<file path="src/inc/switch_ctrl_pkg.sv">
// Constants and types for the two-channel bus switch control logic
package switch_ctrl_pkg;

  localparam logic [4:0] addr_prefix = 5'h0e;
  localparam logic [7:0] ctrl_reset = 8'h00;
  localparam int ch0_enable_bit = 0;
  localparam int ch1_enable_bit = 1;
  localparam int irq_ch0_bit = 4;
  localparam int irq_ch1_bit = 5;
  localparam int status_zero_lo_bit = 6;
  localparam int status_zero_hi_bit = 7;
  localparam int clk_period_ns = 40;
  localparam int data_hold_ns = 300;
  localparam int data_hold_cycles = (data_hold_ns + clk_period_ns - 1) / clk_period_ns;

  typedef enum logic [2:0] {
    st_idle = 3'b000,
    st_addr = 3'b001,
    st_addr_ack = 3'b010,
    st_wr_data = 3'b011,
    st_wr_ack = 3'b100,
    st_rd_data = 3'b101,
    st_rd_ack = 3'b110
  } bus_state_t;

  typedef struct packed {
    logic ch1;
    logic ch0;
  } chan_pair_t;

endpackage

</file>
<file path="src/design/switch_ctrl.sv">
// Serial-bus slave and channel control of the two-channel bus switch
`timescale 1ns/1ps
module switch_ctrl
(
  input wire logic ref_clk,
  input wire logic rst_n,
  input wire logic clk_en,
  input wire logic scl_in,
  input wire logic sda_in,
  output logic sda_out,
  output logic sda_oe,
  input wire logic addr_select_pin_lo,
  input wire logic addr_select_pin_hi,
  input wire logic downstream_irq_in_ch0,
  input wire logic downstream_irq_in_ch1,
  output logic irq_out,
  output logic irq_oe,
  output switch_ctrl_pkg::chan_pair_t chan_connect
);

  // Three-stage synchronisers; stage one is read only by stage two
  logic [2:0] scl_sync_reg;
  logic [2:0] sda_sync_reg;
  logic [2:0] i0_sync_reg;
  logic [2:0] i1_sync_reg;
  logic [2:0] a0_sync_reg;
  logic [2:0] a1_sync_reg;
  logic scl_f_reg;
  logic sda_f_reg;
  logic i0_f_reg;
  logic i1_f_reg;
  logic a0_f_reg;
  logic a1_f_reg;
  logic scl_f_next;
  logic sda_f_next;
  logic i0_f_next;
  logic i1_f_next;
  logic a0_f_next;
  logic a1_f_next;

  always_comb
  begin
    scl_f_next = (scl_sync_reg[1] == scl_sync_reg[2]) ? scl_sync_reg[2] : scl_f_reg;
    sda_f_next = (sda_sync_reg[1] == sda_sync_reg[2]) ? sda_sync_reg[2] : sda_f_reg;
    i0_f_next = (i0_sync_reg[1] == i0_sync_reg[2]) ? i0_sync_reg[2] : i0_f_reg;
    i1_f_next = (i1_sync_reg[1] == i1_sync_reg[2]) ? i1_sync_reg[2] : i1_f_reg;
    a0_f_next = (a0_sync_reg[1] == a0_sync_reg[2]) ? a0_sync_reg[2] : a0_f_reg;
    a1_f_next = (a1_sync_reg[1] == a1_sync_reg[2]) ? a1_sync_reg[2] : a1_f_reg;
  end

  always_ff @(posedge ref_clk or negedge rst_n)
  begin
    if (!rst_n)
    begin
      scl_sync_reg <= 3'h7;
      sda_sync_reg <= 3'h7;
      i0_sync_reg <= 3'h7;
      i1_sync_reg <= 3'h7;
      a0_sync_reg <= 3'h0;
      a1_sync_reg <= 3'h0;
      scl_f_reg <= 1'b1;
      sda_f_reg <= 1'b1;
      i0_f_reg <= 1'b1;
      i1_f_reg <= 1'b1;
      a0_f_reg <= 1'b0;
      a1_f_reg <= 1'b0;
    end
    else if (clk_en)
    begin
      scl_sync_reg <= {scl_sync_reg[1:0], scl_in};
      sda_sync_reg <= {sda_sync_reg[1:0], sda_in};
      i0_sync_reg <= {i0_sync_reg[1:0], downstream_irq_in_ch0};
      i1_sync_reg <= {i1_sync_reg[1:0], downstream_irq_in_ch1};
      a0_sync_reg <= {a0_sync_reg[1:0], addr_select_pin_lo};
      a1_sync_reg <= {a1_sync_reg[1:0], addr_select_pin_hi};
      scl_f_reg <= scl_f_next;
      sda_f_reg <= sda_f_next;
      i0_f_reg <= i0_f_next;
      i1_f_reg <= i1_f_next;
      a0_f_reg <= a0_f_next;
      a1_f_reg <= a1_f_next;
    end
  end

  // Bus protocol state
  logic scl_d_reg;
  logic sda_d_reg;
  switch_ctrl_pkg::bus_state_t state_reg;
  switch_ctrl_pkg::bus_state_t state_next;
  logic [3:0] bit_cnt_reg;
  logic [3:0] bit_cnt_next;
  logic [7:0] shift_reg;
  logic [7:0] shift_next;
  logic [3:0] ctrl_reg;
  logic [3:0] ctrl_next;
  logic [1:0] active_reg;
  logic [1:0] active_next;
  logic drive_low_reg;
  logic drive_low_next;
  logic [4:0] hold_cnt_reg;
  logic [4:0] hold_cnt_next;
  logic pend_low_reg;
  logic pend_low_next;
  logic irq_reg;
  logic irq_next;

  logic scl_rise;
  logic scl_fall;
  logic start_det;
  logic stop_det;
  logic [7:0] read_byte;

  assign scl_rise = scl_f_reg && !scl_d_reg;
  assign scl_fall = !scl_f_reg && scl_d_reg;
  assign start_det = scl_f_reg && scl_d_reg && sda_d_reg && !sda_f_reg;
  assign stop_det = scl_f_reg && scl_d_reg && !sda_d_reg && sda_f_reg;

  // Upper nibble is status (bits 5:4 live interrupts, bits 7:6 zero); writes to it are discarded
  always_comb
  begin
    read_byte = 8'h00;
    read_byte[3:0] = ctrl_reg;
    read_byte[switch_ctrl_pkg::irq_ch0_bit] = i0_f_reg;
    read_byte[switch_ctrl_pkg::irq_ch1_bit] = i1_f_reg;
  end

  always_comb
  begin
    state_next = state_reg;
    bit_cnt_next = bit_cnt_reg;
    shift_next = shift_reg;
    ctrl_next = ctrl_reg;
    active_next = active_reg;
    drive_low_next = drive_low_reg;
    pend_low_next = pend_low_reg;
    hold_cnt_next = hold_cnt_reg;
    irq_next = !(i0_f_reg && i1_f_reg);
    // Except at start and stop, which release it at once, release or drive the data line only after the hold window following the fall
    if (hold_cnt_reg != 5'h00)
    begin
      hold_cnt_next = hold_cnt_reg - 5'h01;
      if (hold_cnt_reg == 5'h01)
        drive_low_next = pend_low_reg;
    end
    if (stop_det)
    begin
      state_next = switch_ctrl_pkg::st_idle;
      active_next = ctrl_reg[1:0];
      drive_low_next = 1'b0;
      hold_cnt_next = 5'h00;
    end
    else if (start_det)
    begin
      state_next = switch_ctrl_pkg::st_addr;
      bit_cnt_next = 4'h0;
      drive_low_next = 1'b0;
      hold_cnt_next = 5'h00;
    end
    else if (scl_rise)
    begin
      case (state_reg)
        switch_ctrl_pkg::st_addr, switch_ctrl_pkg::st_wr_data:
        begin
          shift_next = {shift_reg[6:0], sda_f_reg};
          bit_cnt_next = bit_cnt_reg + 4'h1;
        end
        switch_ctrl_pkg::st_rd_ack:
        begin
          // Master not acknowledging ends the read
          if (sda_f_reg)
            state_next = switch_ctrl_pkg::st_idle;
        end
        switch_ctrl_pkg::st_rd_data:
          bit_cnt_next = bit_cnt_reg + 4'h1;
        default:
          state_next = state_reg;
      endcase
    end
    else if (scl_fall)
    begin
      hold_cnt_next = 5'(switch_ctrl_pkg::data_hold_cycles);
      pend_low_next = 1'b0;
      case (state_reg)
        switch_ctrl_pkg::st_addr:
        begin
          if (bit_cnt_reg == 4'h8)
          begin
            if (shift_reg[7:3] == switch_ctrl_pkg::addr_prefix &&
                shift_reg[2] == a1_f_reg && shift_reg[1] == a0_f_reg)
            begin
              state_next = switch_ctrl_pkg::st_addr_ack;
              pend_low_next = 1'b1;
            end
            else
              state_next = switch_ctrl_pkg::st_idle;
          end
        end
        switch_ctrl_pkg::st_addr_ack:
        begin
          bit_cnt_next = 4'h0;
          if (shift_reg[0])
          begin
            state_next = switch_ctrl_pkg::st_rd_data;
            shift_next = read_byte;
            pend_low_next = !read_byte[7];
          end
          else
            state_next = switch_ctrl_pkg::st_wr_data;
        end
        switch_ctrl_pkg::st_wr_data:
        begin
          if (bit_cnt_reg == 4'h8)
          begin
            state_next = switch_ctrl_pkg::st_wr_ack;
            ctrl_next = shift_reg[3:0];
            pend_low_next = 1'b1;
          end
        end
        switch_ctrl_pkg::st_wr_ack:
        begin
          state_next = switch_ctrl_pkg::st_wr_data;
          bit_cnt_next = 4'h0;
        end
        switch_ctrl_pkg::st_rd_data:
        begin
          if (bit_cnt_reg == 4'h8)
            state_next = switch_ctrl_pkg::st_rd_ack;
          else
          begin
            shift_next = {shift_reg[6:0], 1'b0};
            pend_low_next = !shift_reg[6];
          end
        end
        switch_ctrl_pkg::st_rd_ack:
        begin
          state_next = switch_ctrl_pkg::st_rd_data;
          bit_cnt_next = 4'h0;
          shift_next = read_byte;
          pend_low_next = !read_byte[7];
        end
        default:
          state_next = state_reg;
      endcase
    end
  end

  always_ff @(posedge ref_clk or negedge rst_n)
  begin
    if (!rst_n)
    begin
      scl_d_reg <= 1'b1;
      sda_d_reg <= 1'b1;
      state_reg <= switch_ctrl_pkg::st_idle;
      bit_cnt_reg <= 4'h0;
      shift_reg <= 8'h00;
      ctrl_reg <= switch_ctrl_pkg::ctrl_reset[3:0];
      active_reg <= switch_ctrl_pkg::ctrl_reset[1:0];
      drive_low_reg <= 1'b0;
      pend_low_reg <= 1'b0;
      hold_cnt_reg <= 5'h00;
      irq_reg <= 1'b0;
    end
    else if (clk_en)
    begin
      scl_d_reg <= scl_f_reg;
      sda_d_reg <= sda_f_reg;
      state_reg <= state_next;
      bit_cnt_reg <= bit_cnt_next;
      shift_reg <= shift_next;
      ctrl_reg <= ctrl_next;
      active_reg <= active_next;
      drive_low_reg <= drive_low_next;
      pend_low_reg <= pend_low_next;
      hold_cnt_reg <= hold_cnt_next;
      irq_reg <= irq_next;
    end
  end

  // Open drain: output data is always low, the enable pulls the line
  assign sda_out = 1'b0;
  assign sda_oe = drive_low_reg;
  assign irq_out = 1'b0;
  assign irq_oe = irq_reg;
  assign chan_connect.ch0 = active_reg[switch_ctrl_pkg::ch0_enable_bit];
  assign chan_connect.ch1 = active_reg[switch_ctrl_pkg::ch1_enable_bit];

endmodule

</file>
<file path="config.mk">
export PLATFORM = sky130hd
export DESIGN_NAME = switch_ctrl
export DESIGN_NICKNAME = d
export VERILOG_FILES = /design/src/inc/switch_ctrl_pkg.sv /design/src/design/switch_ctrl.sv
export SDC_FILE = /design/constraint.sdc
export NUM_CORES = 1
export LEC_CHECK = 0
export ABC_AREA = 1
export BUFFER_PORTS_ARGS = -buffer_cell sky130_fd_sc_hd__buf_2
export CORE_MARGIN = 4
export CORE_UTILIZATION = 40
export CTS_BUF_LIST = sky130_fd_sc_hd__clkbuf_4 sky130_fd_sc_hd__clkbuf_8
export CTS_CLUSTER_DIAMETER = 80
export CTS_CLUSTER_SIZE = 16
export DETAILED_ROUTE_END_ITERATION = 7
export PLACE_DENSITY = 0.62
export SKIP_CTS_REPAIR_TIMING = 1
export SLEW_MARGIN = 30
export SYNTH_ARGS = -nofsm -noshare
export SYNTH_HDL_FRONTEND = slang
export SYNTH_SLANG_ARGS = --single-unit
</file>
<file path="constraint.sdc">
create_clock -name ref_clk -period 2.25 [get_ports ref_clk]
set_clock_uncertainty 0.2 [all_clocks]
set_input_delay 0.225 -clock ref_clk [delete_from_list [all_inputs] [get_ports ref_clk]]
set_output_delay 0.225 -clock ref_clk [all_outputs]
set_load 0.1 [all_outputs]
</file>
=== After elaboration in Yosys (flattened, before gate mapping) ===
Cells that the tools add are included.

* Add/sub/neg operators: 2
* Equal/unequal tests: 26
* Muxes and demuxes: 38
* Bitwise operators: 3
* Reduce and logical (&&, ||, !) cells: 42

{| class="wikitable"
|+ Operator list
! cell !! count
|-
| $mux W8 || 5
|-
| $mux W3 || 10
|-
| $mux W5 || 5
|-
| $pmux W8 S3 || 1
|-
| $mux W4 || 5
|-
| $pmux W3 S6 || 1
|-
| $reduce_and A8 Y1 || 2
|-
| $ne A5 B5 Y1 const B || 3
|-
| $reduce_and A2 Y1 || 7
|-
| $reduce_and A7 Y1 || 2
|-
| $reduce_bool A3 Y1 || 4
|-
| $logic_and A1 B1 Y1 || 10
|-
| $reduce_and A5 Y1 || 2
|-
| $eq A3 B3 Y1 const B || 3
|-
| $mux W1 || 9
|-
| $eq A1 B1 Y1 || 8
|-
| $reduce_bool A4 Y1 || 2
|-
| $reduce_bool A8 Y1 || 1
|-
| $eq A3 B2 Y1 const B || 2
|-
| $logic_not A1 Y1 || 6
|-
| $ne A3 B3 Y1 const B || 2
|-
| $reduce_or A3 Y1 || 2
|-
| $eq A5 B1 Y1 const B || 1
|-
| $eq A5 B4 Y1 const B || 1
|-
| 15 further kinds || 17
|}

* Flip-flop bits (word level): 55
* Input bits: 9

=== Longest topological paths before layout ===
* Depth after elaboration: 10
* Gate-level depth with buffers: 10
* Depth with buffers taken out: 10

=== Worst setup path before layout ===
OpenSTA, ideal clock, no wires.

* Path type: reg2reg
* From: reg scl_d_reg
* To: reg ctrl_reg[0]
* Library setup time: 0.121 ns
* Arrival: 1.588 ns
* Setup slack: 0.340 ns
* Stages on the path, launching flop included: 10
* Cells stage by stage: dfstp_2 -> inv_1 -> ha_1 -> buf_4 -> inv_2 -> nand2_2 -> nor3_4 -> nand2_2 -> nand2_1 -> o21ai_2

* Word-level cells in the longest chain between the ends: 5
* Elaborated cells on any way between the ends: 12
* Those cells by class: bitwise (3); reduce/logical (9)

{| class="wikitable"
|+ Ends and longest elaborated chain
! item !! RTL line !! text
|-
| start: declaration || switch_ctrl.sv:86 || <nowiki>logic scl_d_reg;</nowiki>
|-
| start signal: assignment || switch_ctrl.sv:265 || <nowiki>scl_d_reg <= scl_f_reg;</nowiki>
|-
| $logic_and A1 B1 Y1 || switch_ctrl.sv:115, switch_ctrl.sv:116 ||
|-
| $logic_and A1 B1 Y1 (on tied branches) (2 in a row) || switch_ctrl.sv:115, switch_ctrl.sv:116 ||
|-
| $not A1 Y1 (no line) || -- ||
|-
| $reduce_and A7 Y1 (no line) (*) || -- ||
|-
| end signal: assignment || switch_ctrl.sv:256 || <nowiki>ctrl_reg <= switch_ctrl_pkg::ctrl_reset[3:0];</nowiki>
|-
| end signal: assignment || switch_ctrl.sv:270 || <nowiki>ctrl_reg <= ctrl_next;</nowiki>
|-
| end: declaration || switch_ctrl.sv:94 || <nowiki>logic [3:0] ctrl_reg;</nowiki>
|}

Every way passes the cells marked *; elsewhere a longest branch is shown, timed or not.
A chain may end at the register's enable or synchronous reset.

=== Worst setup path after layout ===
Ends and elaborated chain as after synthesis.

==> reports/summary.txt <==
Core ar.: 7210 um2
Final Max Slew Viols: 0
CP top delay family: simple AND/OR/NAND/NOR gates
Top post-synthesis cells by area: dfrtp_1, dfstp_2, nand2_1
Peak VDD IR: 0.000338 V
Tot Pwr: 2.67 mW
Final setup vio count: 0
Yosys warns: 0
Critical Path Start Type: flip-flop
DR DRC count: 0
Detail Route Antenna Nets: 0
First-pass GRT wire length: 9.79 mm
Routed Wire Length: 5.56 mm
Layout cells sized above 1: 0.183
Total track usage: 0.137
Area leader, netlist: dfrtp_1
Clk Latency, worst-skew pair: 310 ps
Measured slew at the worst slew-check pin: 677 ps
Clk sinks: 55
WP data required: 2260 ps
Max reg flops: 8
Reg2reg setup slack: 240 ps
Congestion Overflow GR: 0
Die width: 93.8 um
Largest net degree at the start of global routing: 56
Setup crit end: ctrl_reg[0]$_DFFE_PN0P_
#FFs+latches synth: 55
Post-synthesis cell count: 371
Mean post-synth cell area: 7.93 um2
Vias: 2337
Status: finished clean
Min Tclk post-route: 2010 ps
Nets: 409
Placed wire-length estimate: 4.05 mm
Total CTS buffers: 5
Initial antenna violation count: 0
Critical path startpoint: scl_d_reg$_DFFE_PN1P_
TritonCTS clock tree: built
Setup TNS: 0 ps
Htree depth: 2
Max Cap Viol: 0
Final Cycle Share: 0.892
Critical R2R Launch: scl_d_reg$_DFFE_PN1P_
CP Capture Type: flip-flop
Leakage: 1.61 nW
Hold WC Path Type: input port to flip-flop
Pre-antenna DRT Iters: 5
Commonest non-fill, non-tap cell in the layout: nand2_1
Arrival @ worst endpoint: 2010 ps
Vias per cell: 4.75
Critical path's slowest cell: dfstp_2
GPL Wtd Cong: 0.826
Buf/Inv on CP: 2
Share of Yosys cell area claimed by the top area cell type: 0.315
FF-to-FF End: ctrl_reg[0]$_DFFE_PN0P_
Netlist cell types: 36
Hold Path Stages: 3
Critical path's largest stage delay: 550 ps
Pwr Density: 817 nW/um2
RSZ-0062 raised after global routing: no
Seq/Total Area, Yosys: 0.475
Die Y: 93.8 um
Root Buffer: clkbuf_8
Layout area overhead: 10.9%
Drt initial violations: 128
Critical Path Stages: 8
Die area: 8790 um2
Final instance area: 3260 um2
Endpoints failing hold: 0
Average wire per standard cell: 11.3 um
Crit path max fanout: 9
I/O pin count: 15
Rows: 31
Critical path type: flip-flop to flip-flop
Worst-path clk slew: 100 ps
End-of-flow core utilization: 0.452
Worst rel slew slack: 0.549
Critical path cell sequence: inv_1 -> ha_1 -> inv_2 -> nand2_2 -> nor3_4 -> nand2_2 -> nand2_1 -> o21ai_2
Most frequent cells in the layout: nand2_1, inv_1, dfrtp_1, nor2_1
Clock buffer depth: 2
Placed cell areas: 3110 um2
Initial Utilization: 0.408
Antenna Cells: 0
Crit path top cell by count: nand2_2
Post-Synthesis Cell Area: 2940 um2
Max Clk Rate: 498 MHz
I/O Buffers: 12
Vias in the first global route: 2196
Reg2reg path depth: 8
-- power by group --
group	total [mW]	internal, mW	switching, mW
combinational	0.833	0.281	0.552
sequential	1.29	1.16	0.126
clock	0.544	0.220	0.324
-- how the worst min path moves through the flow --
stage	startpoint	end	slack (ps)
6_report	clk_en	scl_sync_reg[2]$_DFFE_PN1P_	70
5_1_grt	clk_en	scl_d_reg$_DFFE_PN1P_	90
3_3_place_gp	rst_n	hold_cnt_reg[4]$_DFFE_PN0P_	190
3_5_place_dp	rst_n	hold_cnt_reg[4]$_DFFE_PN0P_	200
4_1_cts	rst_n	hold_cnt_reg[4]$_DFFE_PN0P_	-140
2_1_floorplan	rst_n	a0_f_reg$_DFFE_PN0P_	-270
-- logic make-up after synthesis --
family                   share of synthesized area
multiplexers                               0.00765
other                                      0.00127
XOR/XNOR                                    0.0119
AND/OR/NAND/NOR                              0.284
AO/OA/AOI/OAI                                0.105
flip-flops                                   0.475
adder cells (fa/ha/maj)                     0.0340
buffers and inverters                       0.0816
-- layout make-up --
cell class	instances	area, um2
clock inverter	3	18.8
tap	99	124
inverter	49	186
sequential	55	1400
multi-input combinational	258	1310
timing repair buffer	23	160
fill	739	3950
clock buffer	5	68.8
-- per-stage QoR --
| step | std cells | hold slack (ps) | worst slack, ps |
|---|---|---|---|
| 2_1_floorplan | 372 | -271 | 340 |
| 3_3_place_gp | 477 | 195 | 324 |
| 3_5_place_dp | 477 | 201 | 260 |
| 4_1_cts | 485 | -143 | 246 |
| 5_1_grt | 492 | 92.2 | 123 |
| 6_report | 492 | 74.2 | 243 |
-- synthesized netlist by cell type (all sizes together) --
| cell type | number |
|---|---|
| nand2 | 115 |
| inv | 49 |
| o21ai | 38 |
| dfrtp | 37 |
| nand3 | 31 |
| nor2 | 31 |
| dfstp | 18 |
| a21oi | 8 |
| buf | 8 |
| ha | 8 |
| nand4 | 4 |
| o22ai | 3 |
| o31ai | 3 |
| xor2 | 3 |
| clkbuf | 2 |
| mux2 | 2 |
| nand3b | 2 |
| nor3 | 2 |
| o211ai | 2 |
| or2 | 2 |
| a31oi | 1 |
| conb | 1 |
| xnor2 | 1 |
-- tightest hold or removal path: stages --
cell    delay, ps
buf_2         190
nor2_1        110
nor2_1         50
-- per-layer routing --
metal | track usage | vias to the layer above | share of wire
met1 | 0.174 | 1083 | 0.49
met5 | 0 | - | 0
met2 | 0.235 | 29 | 0.47
met3 | 0.0264 | 6 | 0.029
met4 | 0.0433 | 0 | 0.014
li1 | - | 1219 | -
No activity file was read; power rests on OpenSTA's default activity.
